===== config.mk =====
export PLATFORM = sky130hd
export DESIGN_NAME = csdec_top
export DESIGN_NICKNAME = d
export VERILOG_FILES = /design/src/hdl/csdec_pkg.sv /design/src/hdl/csdec_match.sv /design/src/hdl/csdec_top.sv
export VERILOG_INCLUDE_DIRS = /design/src /design/src/hdl
export SDC_FILE = /design/constraint.sdc
export NUM_CORES = 1
export LEC_CHECK = 0
export ABC_CLOCK_PERIOD_IN_PS = 3000
export BUFFER_PORTS_ARGS = -buffer_cell sky130_fd_sc_hd__buf_2
export CAP_MARGIN = 20
export CORE_ASPECT_RATIO = 0.75
export CORE_MARGIN = 1
export CORE_UTILIZATION = 55
export DETAILED_ROUTE_END_ITERATION = 8
export HOLD_SLACK_MARGIN = 0.1
export PLACE_DENSITY_LB_ADDON = 0.3
export SLEW_MARGIN = 20
export SYNTH_ARGS = -nofsm -noshare
export SYNTH_HDL_FRONTEND = slang
export SYNTH_SLANG_ARGS = --single-unit

===== constraint.sdc =====
create_clock -name sys_clk -period 3 [get_ports sys_clk]
set_input_delay 0.3 -clock sys_clk [delete_from_list [all_inputs] [get_ports sys_clk]]
set_output_delay 0.3 -clock sys_clk [all_outputs]
set_load 0.02 [all_outputs]

===== src/hdl/csdec_params.svh =====
// constants for the chip-select address decoder
// Behaviour
// address register holds one 16-bit base field
// base compared with access address bits 31..16
// regions start on 64 Kbyte boundaries only
// 32-bit mask register carries 16-bit block mask
// block mask applied bitwise, even non-contiguous
// software keeps regions at most 4 MBytes
// write-protected region aborts writes, allows reads
// five access-space mask bits block when set
// qualify bit clear: dma ignores space masks
// qualify bit set: dma obeys space masks
// selects one and two follow their valid bit
// select zero invalid means boot select mode
// select zero valid bit sticky until reset
// selects one, two need select zero valid
// software writes valid bit register last
// three selects, each with own registers
// active-low select driven low on region hit
// select needs valid, match and qualification
`ifndef CSDEC_PARAMS_SVH
`define CSDEC_PARAMS_SVH

// ----------------------------------------
// register map (byte addresses)
// ----------------------------------------
`define CSD_REG_FIRST 8'h80
`define CSD_REG_STRIDE 8'h0C
`define CSD_OFS_ADDR 8'h00
`define CSD_OFS_MASK 8'h04
`define CSD_OFS_CTRL 8'h08
`define CSD_REG_STATUS 8'hA4

// ----------------------------------------
// field positions
// ----------------------------------------
`define CSD_BASE_LSB 16
`define CSD_BLOCK_MASK_LSB 16
`define CSD_WRITE_PROTECT_BIT 8
`define CSD_ALT_QUALIFY_BIT 6
`define CSD_SPACE_LSB 1
`define CSD_VALID_BIT 0
`define CSD_ST_BOOT_BIT 0
`define CSD_ST_SEL_LSB 1
`define CSD_ST_ABORT_BIT 4

// ----------------------------------------
// reset values
// ----------------------------------------
`define CSD_BASE_RST 16'h0000
`define CSD_BLOCK_MASK_RST 16'h0000
`define CSD_SPACE_RST 5'h00
`define CSD_CTRL_RST 16'h0000
`define CSD_DATA_ZERO 32'h0000_0000

`endif


===== src/hdl/csdec_pkg.sv =====
// types shared by the chip-select address decoder
package csdec_pkg;

    // one-hot access space, bit order equals the mask field order
    typedef enum logic [4:0] {
        SPACE_USER_DATA = 5'b00001,
        SPACE_USER_CODE = 5'b00010,
        SPACE_SUPV_DATA = 5'b00100,
        SPACE_SUPV_CODE = 5'b01000,
        SPACE_CPU_IACK = 5'b10000
    } csdec_space_t;

    typedef struct packed {
        logic [15:0] base;
        logic [15:0] blockMask;
        logic writeProtect;
        logic altQualify;
        logic [4:0] spaceMask;
        logic valid;
    } csdec_cfg_t;

    typedef struct packed {
        logic valid;
        logic [31:0] addr;
        logic write;
        logic dma;
        csdec_space_t space;
    } csdec_acc_t;

    typedef enum logic [2:0] {
        KIND_ADDR = 3'b001,
        KIND_MASK = 3'b010,
        KIND_CTRL = 3'b100
    } csdec_kind_t;

    typedef struct packed {
        logic hit;
        logic [1:0] index;
        csdec_kind_t kind;
    } csdec_dec_t;

endpackage


===== src/hdl/csdec_match.sv =====
// one chip select's region match and access qualification
`timescale 1ns/1ps
module csdec_match #(
    parameter bit BOOT_CAPABLE = 1'b0
) (
    // configuration
    input wire csdec_pkg::csdec_cfg_t cfg,
    input wire logic zeroValid,
    // access
    input wire csdec_pkg::csdec_acc_t acc,
    // result
    output logic hit,
    output logic protHit
);
    logic addrHit;
    logic spaceOk;
    logic qualOk;

    // low 16 address bits never enter the compare, so 64K granularity
    assign addrHit = ((acc.addr[31:16] ^ cfg.base) & ~cfg.blockMask) == 16'h0000;
    assign spaceOk = (cfg.spaceMask & acc.space) == 5'h00;
    assign qualOk = acc.dma ? (~cfg.altQualify | spaceOk) : spaceOk;

    always_comb begin
        if (BOOT_CAPABLE && !cfg.valid) begin
            // boot select answers every access until validated
            hit = acc.valid;
            protHit = 1'b0;
        end else begin
            hit = acc.valid & cfg.valid & zeroValid & addrHit & qualOk;
            protHit = hit & acc.write & cfg.writeProtect;
        end
    end
endmodule // csdec_match


===== src/hdl/csdec_top.sv =====
// chip-select address decoder with Avalon-MM register slave
`timescale 1ns/1ps
`include "csdec_params.svh"
module csdec_top #(
    parameter int NUM_SEL = 3,
    parameter int ADDR_W = 8
) (
    // clock and reset
    input wire logic sys_clk,
    input wire logic resetn,
    // register bus
    input wire logic [ADDR_W-1:0] avs_address,
    input wire logic avs_read,
    input wire logic avs_write,
    input wire logic [31:0] avs_writedata,
    input wire logic [3:0] avs_byteenable,
    output logic [31:0] avs_readdata,
    output logic avs_waitrequest,
    // internal access
    input wire csdec_pkg::csdec_acc_t accReq,
    // external selects
    output logic selectZeroN,
    output logic selectOneN,
    output logic selectTwoN,
    // status
    output logic dataAbort,
    output logic bootMode
);

    // ----------------------------------------
    // helpers
    // ----------------------------------------
    function automatic logic [31:0] mergeBytes(
        input logic [31:0] oldVal,
        input logic [31:0] newVal,
        input logic [3:0] be
    );
        logic [31:0] res;
        res = oldVal;
        for (int b = 0; b < 4; b++) begin
            if (be[b]) begin
                res[b*8 +: 8] = newVal[b*8 +: 8];
            end
        end
        return res;
    endfunction

    function automatic logic [ADDR_W-1:0] regAddr(
        input int idx,
        input logic [7:0] ofs
    );
        logic [31:0] full;
        full = 32'(`CSD_REG_FIRST) + 32'(idx) * 32'(`CSD_REG_STRIDE) + 32'(ofs);
        return full[ADDR_W-1:0];
    endfunction

    // addresses outside the table decode as a miss
    function automatic csdec_pkg::csdec_dec_t decodeAddr(
        input logic [ADDR_W-1:0] a
    );
        csdec_pkg::csdec_dec_t d;
        d.hit = 1'b0;
        d.index = 2'h0;
        d.kind = csdec_pkg::KIND_ADDR;
        for (int i = 0; i < NUM_SEL; i++) begin
            if (a == regAddr(i, `CSD_OFS_ADDR)) begin
                d.hit = 1'b1;
                d.index = 2'(i);
                d.kind = csdec_pkg::KIND_ADDR;
            end else if (a == regAddr(i, `CSD_OFS_MASK)) begin
                d.hit = 1'b1;
                d.index = 2'(i);
                d.kind = csdec_pkg::KIND_MASK;
            end else if (a == regAddr(i, `CSD_OFS_CTRL)) begin
                d.hit = 1'b1;
                d.index = 2'(i);
                d.kind = csdec_pkg::KIND_CTRL;
            end
        end
        return d;
    endfunction

    function automatic logic [31:0] packMask(
        input csdec_pkg::csdec_cfg_t c
    );
        logic [31:0] v;
        v = `CSD_DATA_ZERO;
        v[`CSD_BLOCK_MASK_LSB +: 16] = c.blockMask;
        v[`CSD_WRITE_PROTECT_BIT] = c.writeProtect;
        v[`CSD_ALT_QUALIFY_BIT] = c.altQualify;
        v[`CSD_SPACE_LSB +: 5] = c.spaceMask;
        v[`CSD_VALID_BIT] = c.valid;
        return v;
    endfunction

    // status mirrors the registered outputs, never the raw matches
    function automatic logic [31:0] packStatus(
        input logic boot,
        input logic [2:0] selN,
        input logic abort
    );
        logic [31:0] s;
        s = `CSD_DATA_ZERO;
        s[`CSD_ST_BOOT_BIT] = boot;
        s[`CSD_ST_SEL_LSB +: 3] = ~selN;
        s[`CSD_ST_ABORT_BIT] = abort;
        return s;
    endfunction

    // ----------------------------------------
    // storage
    // ----------------------------------------
    // each field lives in its own array so every array has one writer
    logic [15:0] regionBase [NUM_SEL];
    logic [15:0] blockMask [NUM_SEL];
    logic writeProtect [NUM_SEL];
    logic altQualify [NUM_SEL];
    logic [4:0] spaceMask [NUM_SEL];
    logic selValid [NUM_SEL];
    logic [15:0] ctrl [NUM_SEL];
    csdec_pkg::csdec_cfg_t cfg [NUM_SEL];
    csdec_pkg::csdec_dec_t dec;
    logic wrTake;
    logic rdTake;
    logic wrBase;
    logic wrMask;
    logic wrCtrl;
    logic [31:0] baseMerged;
    logic [31:0] maskMerged;
    logic [31:0] ctrlMerged;
    logic [31:0] next_readdata;
    logic [NUM_SEL-1:0] hit;
    logic [NUM_SEL-1:0] protHit;

    assign dec = decodeAddr(avs_address);
    // a write lands at the edge where waitrequest is seen low
    assign wrTake = avs_write & ~avs_waitrequest;
    assign rdTake = avs_read & avs_waitrequest;
    assign wrBase = wrTake & dec.hit & (dec.kind == csdec_pkg::KIND_ADDR);
    assign wrMask = wrTake & dec.hit & (dec.kind == csdec_pkg::KIND_MASK);
    assign wrCtrl = wrTake & dec.hit & (dec.kind == csdec_pkg::KIND_CTRL);

    // ----------------------------------------
    // byte-lane merge of the addressed register
    // ----------------------------------------
    // unwritten lanes keep their old content
    assign baseMerged = mergeBytes({regionBase[dec.index], 16'h0000}, avs_writedata,
        avs_byteenable);
    assign maskMerged = mergeBytes(packMask(cfg[dec.index]), avs_writedata, avs_byteenable);
    assign ctrlMerged = mergeBytes({16'h0000, ctrl[dec.index]}, avs_writedata,
        avs_byteenable);

    // ----------------------------------------
    // configuration view handed to the matchers
    // ----------------------------------------
    always_comb begin
        for (int i = 0; i < NUM_SEL; i++) begin
            cfg[i].base = regionBase[i];
            cfg[i].blockMask = blockMask[i];
            cfg[i].writeProtect = writeProtect[i];
            cfg[i].altQualify = altQualify[i];
            cfg[i].spaceMask = spaceMask[i];
            cfg[i].valid = selValid[i];
        end
    end

    // ----------------------------------------
    // bus handshake
    // ----------------------------------------
    // one wait cycle per access keeps readdata a clean flop output
    always_ff @(posedge sys_clk) begin
        if (!resetn) begin
            avs_waitrequest <= 1'b1;
        end else if ((avs_read | avs_write) & avs_waitrequest) begin
            avs_waitrequest <= 1'b0;
        end else begin
            avs_waitrequest <= 1'b1;
        end
    end

    // ----------------------------------------
    // base address registers
    // ----------------------------------------
    always_ff @(posedge sys_clk) begin
        if (!resetn) begin
            for (int i = 0; i < NUM_SEL; i++) begin
                regionBase[i] <= `CSD_BASE_RST;
            end
        end else if (wrBase) begin
            // only the upper half exists; low half reserved
            regionBase[dec.index] <= baseMerged[`CSD_BASE_LSB +: 16];
        end
    end

    // ----------------------------------------
    // mask and qualifier registers
    // ----------------------------------------
    always_ff @(posedge sys_clk) begin
        if (!resetn) begin
            for (int i = 0; i < NUM_SEL; i++) begin
                blockMask[i] <= `CSD_BLOCK_MASK_RST;
                writeProtect[i] <= 1'b0;
                altQualify[i] <= 1'b0;
                spaceMask[i] <= `CSD_SPACE_RST;
                selValid[i] <= 1'b0;
            end
        end else if (wrMask) begin
            blockMask[dec.index] <= maskMerged[`CSD_BLOCK_MASK_LSB +: 16];
            writeProtect[dec.index] <= maskMerged[`CSD_WRITE_PROTECT_BIT];
            altQualify[dec.index] <= maskMerged[`CSD_ALT_QUALIFY_BIT];
            spaceMask[dec.index] <= maskMerged[`CSD_SPACE_LSB +: 5];
            if (dec.index == 2'h0) begin
                // no way back to boot mode short of reset
                selValid[0] <= selValid[0] | maskMerged[`CSD_VALID_BIT];
            end else begin
                selValid[dec.index] <= maskMerged[`CSD_VALID_BIT];
            end
        end
    end

    // ----------------------------------------
    // control registers
    // ----------------------------------------
    // wait-state, sizing and burst fields are stored only
    always_ff @(posedge sys_clk) begin
        if (!resetn) begin
            for (int i = 0; i < NUM_SEL; i++) begin
                ctrl[i] <= `CSD_CTRL_RST;
            end
        end else if (wrCtrl) begin
            ctrl[dec.index] <= ctrlMerged[15:0];
        end
    end

    // ----------------------------------------
    // read data
    // ----------------------------------------
    always_comb begin
        next_readdata = `CSD_DATA_ZERO;
        if (dec.hit && dec.kind == csdec_pkg::KIND_ADDR) begin
            next_readdata[`CSD_BASE_LSB +: 16] = cfg[dec.index].base;
        end else if (dec.hit && dec.kind == csdec_pkg::KIND_MASK) begin
            next_readdata = packMask(cfg[dec.index]);
        end else if (dec.hit && dec.kind == csdec_pkg::KIND_CTRL) begin
            next_readdata[15:0] = ctrl[dec.index];
        end else if (avs_address == `CSD_REG_STATUS) begin
            next_readdata = packStatus(bootMode, {selectTwoN, selectOneN, selectZeroN},
                dataAbort);
        end
    end

    // unmapped reads return zero, unmapped writes vanish
    always_ff @(posedge sys_clk) begin
        if (!resetn) begin
            avs_readdata <= `CSD_DATA_ZERO;
        end else if (rdTake) begin
            avs_readdata <= next_readdata;
        end
    end

    // ----------------------------------------
    // region match per select
    // ----------------------------------------
    for (genvar g = 0; g < NUM_SEL; g++) begin : gSel
        csdec_match #(
            .BOOT_CAPABLE(g == 0)
        ) uMatch (
            .cfg(cfg[g]),
            .zeroValid(cfg[0].valid),
            .acc(accReq),
            .hit(hit[g]),
            .protHit(protHit[g])
        );
    end

    // ----------------------------------------
    // select outputs
    // ----------------------------------------
    // registered: selects follow the access by one cycle
    // overlapping regions may pull several selects low together
    always_ff @(posedge sys_clk) begin
        if (!resetn) begin
            selectZeroN <= 1'b1;
            selectOneN <= 1'b1;
            selectTwoN <= 1'b1;
        end else begin
            selectZeroN <= ~hit[0];
            selectOneN <= ~hit[1];
            selectTwoN <= ~hit[2];
        end
    end

    // ----------------------------------------
    // abort and boot status
    // ----------------------------------------
    always_ff @(posedge sys_clk) begin
        if (!resetn) begin
            dataAbort <= 1'b0;
            bootMode <= 1'b1;
        end else begin
            // one pulse per protected write cycle, no sticky flag
            dataAbort <= |protHit;
            bootMode <= ~cfg[0].valid;
        end
    end

endmodule // csdec_top


---- Word level (Yosys, flattened, before mapping) ----
Memory sizes are Yosys's and may differ from the RTL's.
Index checks and enable logic that the tools add are counted.
storage, ports and cells
  memory bits (writable) .................. 168
  register bits ........................... 38
  word-level logic and storage cells ...... 174
  memories kept ........................... 7
memories
  memory       words  bits a word  read ports  clocked after Yosys merged registers in  write ports  line              text
  blockMask    3      16           3           0                                        3            csdec_top.sv:115  logic [15:0] blockMask [NUM_SEL];
  ctrl         3      16           1           0                                        3            csdec_top.sv:120  logic [15:0] ctrl [NUM_SEL];
  regionBase   3      16           3           0                                        3            csdec_top.sv:114  logic [15:0] regionBase [NUM_SEL];
  spaceMask    3      5            3           0                                        3            csdec_top.sv:118  logic [4:0] spaceMask [NUM_SEL];
  altQualify   3      1            3           0                                        3            csdec_top.sv:117  logic altQualify [NUM_SEL];
  selValid     3      1            3           0                                        3            csdec_top.sv:119  logic selValid [NUM_SEL];
  +1 memories  --     --           --          --                                       --           --
operators by class
  equal/unequal tests ..................... 15
  muxes and demuxes ....................... 71
  $lt $le $gt $ge ......................... 1
  reduce and logical (&&, ||, !) cells .... 20
  bitwise gates (word level) .............. 53
operators with widths
  operator                                                               count
  16-bit 2-to-1 mux                                                      6
  40-bit binary-select mux with 2-bit select                             1
  8-bit equality test, second input constant                             10
  40-bit 2-to-1 mux                                                      2
  6-bit 2-to-1 mux                                                       9
  16-bit AND                                                             3
  16-bit zero test                                                       3
  8-bit 2-to-1 mux                                                       6
  16-bit NOT                                                             3
  16-bit OR reduction                                                    3
  16-bit XOR                                                             3
  1-bit 2-to-1 mux                                                       35
  32-bit 2-to-1 mux                                                      1
  1-bit AND                                                              25
  2-bit 2-to-1 mux                                                       8
  5-bit AND                                                              3
  5-bit zero test                                                        3
  5-bit 2-to-1 mux                                                       2
  1-bit NOT                                                              8
  7-bit 2-to-1 mux                                                       1
  1-bit OR                                                               6
  5-bit OR reduction                                                     1
  2-bit AND reduction                                                    2
  3-bit by 1-bit equality test with 1-bit output, second input constant  1
  10 further kinds                                                       15

---- Logic depth before layout (Yosys ltp) ----
  depth in word-level cells ............... 18
  depth in mapped cells ................... 8
  depth with buffers taken out ............ 5

---- Cells and area by module ----
A second synthesis with hierarchy kept.
unflattened totals
  cells, all modules ...................... 969
  area total of the unflattened synthesis .. 10724.0 um^2
by module, submodules not included
  module                             cells an instance  area each (um^2)  times used
  csdec_top                          863                9915.8            1
  csdec_match at gSel[1].uMatch ...  35                 266.5             2
  csdec_match at gSel[0].uMatch      36                 275.3             1

---- Worst setup path before layout ----
No wires, ideal clock.
  kind .................................... input to register
  from .................................... in avs_address[1]
  to ...................................... mem blockMask[1][0] (enable)
  data arrival time ....................... 2231 ps
  buffers on the path ..................... 3
  data required time ...................... 2622 ps
  slack ................................... 391 ps
  stages on the path ...................... 7
  path through ............................ or4b_1 -> buf_4 -> a211oi_4 -> buf_6 -> nand3_4 -> buf_6 -> nand2_1
RTL lines
  item             line              text
  start, declared  csdec_top.sv:12   input wire logic [ADDR_W-1:0] avs_address,
  end, declared    csdec_top.sv:115

==> flow_summary.toml <==
[finish]
n_antenna_cell = 0
final_common_cell = "edfxtp_1"
instances_no_fill = 1365
nFillCells = 1478
num-nets-final = 1192
layout-drive-gt1-share_pct = 21.2
syn2layout_area_growth_pct = 16.4
mostFrequentLayoutCells = "edfxtp_1, nor2_1, buf_2"

[floorplan]
die-width_um = 162
core_mm2 = 0.0187
pin_count = 126
initial_core_util_pct = 56.6
dieArea_mm2 = 0.0198
die_h_um = 122
rows = 43

[clocking]
clkSlewWorstSetupHoldPaths_ns = 0.06
cts_inserted_buffers = 21
clock_sink_count = 206
holdBufCountCts = 2
postCtsSetupRepairBufs = 0
tritoncts = "done"
cts_buffer_depth = 3
cts-resized-gates = 0
insertion_delay_ns = 0.51
cts_max_level = 1
root_buffer = "clkbuf_16"

[synth]
synth.avg_cell_area_um2 = 10.8
yosys_warnings = 0
synth-edff-count = 159
yosysSeqAreaShare_pct = 54.1
async_flop_share_pct = 0
ys_seq_elements = 206
syn_nets = 1066
syn_area_mm2 = 0.0106
netlist_instances = 978
synth_top_flop_cell = "edfxtp_1"
yosysUniqueCellTypes = 62

[worst_setup_path]
cp_top_family = "simple AND/OR/NAND/NOR gates"
cp_slowest_cell = "nor2_1"
crit_fanout = 19
required_ns = 3.37
path_cells = "buf_2 -> or4b_1 -> buf_4 -> nor2_1 -> nand4_1 -> nor2_1 -> and2_1"
arrival_ns = 2.61
r2r_start = "avs_waitrequest"
end_kind = "register"
startpoint_type = "primary input"
r2r-end = "regionBase[0][1]"
ff2ff_setup_slack_ns = 0.87
path_buf_inv = 2
critical_path_class = "primary input to register"
crit_path_max_incr_delay_ns = 0.65
crit_top_cell = "nor2_1"
r2r_cells = 4

[sta]
slew_headroom_pct = 32.7
setup_slack_ns = 0.765
rsz0062_at_grt = "no"
setup_violations = 0
min_period_ns = 2.23
tightest_slew_ns = 1.01
slew_violations = 0
fin_worst_skew_ns = 0.0110
max_freq_ghz = 0.447
finalCritPeriodShare_pct = 74.5
setup-tns-final_ns = 0
hold_viol_final = 0

[grt]
grt_pass1_wl_um = 48500
grt_pass1_vias = 8307
antenna_found_initial = 0
grt_start_max_net_pins = 46
grtUsageTotal_pct = 33.0
grt_overflow = 0

[min_path]
hold_path.class = "primary input to register"
hp-start = "avs_writedata[20]"
holdPathEnd = "regionBase[2][4]"
hold_path_depth = 2

[route]
finalWirelength_um = 32200
antenna_left = 0
drt_iter0_drc = 1489
wire_per_inst_um = 23.6
viasPerCell = 6.54
drtPass1Iterations = 9
vias = 8931
drc_errors = 0

[power]
ir_drop_mv = 0.349
power_leakage_nw = 4.49
p_per_area_mw_per_mm2 = 541
finalPower_mw = 6.66

[place]
port_buffers = 109
post-place-ws_ns = 0.320
dp.cells = 1326
dpl.hpwl_um = 21900
gp_congestion = 0.927

[outcome]
outcome = "complete, no violations"

[flow_run]
max_cap_violations = 0
layout make-up:
type	count	area (µm²)	share of cell area [%]
flip-flops and latches	206	5720	46.4
multi-input cells	700	4530	36.8
repair buffers	163	956	7.77
clock buffers	27	599	4.87
well taps	247	309	2.51
clock inverters	10	149	1.21
inverters	12	45.0	0.366
power breakdown:
group / switching, mW / internal, mW
clock: 1.12 / 1.75
sequential: 0.0511 / 3.14
combinational: 0.391 / 0.204
how the worst max path moves through the flow:
stage / from / cells past startpoint / endpoint
after floorplan: avs_address[1] / 7 / blockMask[1][0]
after global placement: avs_address[2] / 7 / ctrl[0][9]
after detailed placement: avs_address[2] / 7 / ctrl[1][9]
after CTS: avs_address[1] / 7 / regionBase[0][1]
after global routing: avs_address[1] / 7 / regionBase[0][0]
final: avs_address[1] / 7 / regionBase[0][1]
flip-flops by register name (all words and copies together), names as in the netlist:
signal	count
blockMask	48
ctrl	48
regionBase	48
avs_readdata	32
spaceMask	15
altQualify	3
selValid	3
writeProtect	3
avs_waitrequest	1
bootMode	1
dataAbort	1
selectOneN	1
selectTwoN	1
selectZeroN	1
cells by family after synthesis:
logic type	count (synthesis)	share of synthesized area, %
and+or+nand+nor	349	16.7
AOI/OAI and AO/OA	285	20.1
DFF	206	54.1
buffers and inverters	72	3.33
xor gates and xnor gates	50	4.14
muxes	16	1.69
cell usage after synthesis, drive strengths merged (15+ instances only):
library cell | n | share of area, %
a21boi | 20 | 1.4
a21oi | 19 | 1.1
a221oi | 17 | 1.8
a222oi | 18 | 1.7
a22o | 17 | 1.4
a22oi | 29 | 2.1
and2 | 53 | 3.1
buf | 32 | 1.9
clkbuf | 28 | 0.99
dfxtp | 47 | 8.9
edfxtp | 159 | 45
mux2 | 15 | 1.6
nand2 | 71 | 2.5
nand2b | 19 | 1.1
nand3 | 23 | 1.6
nor2 | 111 | 3.9
nor3 | 44 | 2.3
o211ai | 27 | 2.0
o21ai | 55 | 2.6
o22ai | 21 | 1.2
o31ai | 33 | 2.3
xnor2 | 48 | 4.0
metrics by stage:
| step | util, % | hold slack, ns | area (µm²) |
|---|---|---|---|
| global route | 65.9 | 0.122 | 12300 |
| detailed placement | 61.8 | 0.441 | 11500 |
| floorplan | - | 0.416 | 10600 |
| CTS | 65.9 | 0.101 | 12300 |
| global placement | 61.8 | 0.431 | 11500 |
| finish | 65.9 | 0.104 | 12300 |
per-layer routing:
metal | vias to the layer above | GRT usage (%) | wire length, µm
met3 | 80 | 7.42 | 4640
met5 | - | 0 | 0
met2 | 662 | 48.6 | 13600
li1 | 3976 | - | -
met1 | 4213 | 48.8 | 13100
met4 | 0 | 9.43 | 845
(Power assumes the default switching activity.)
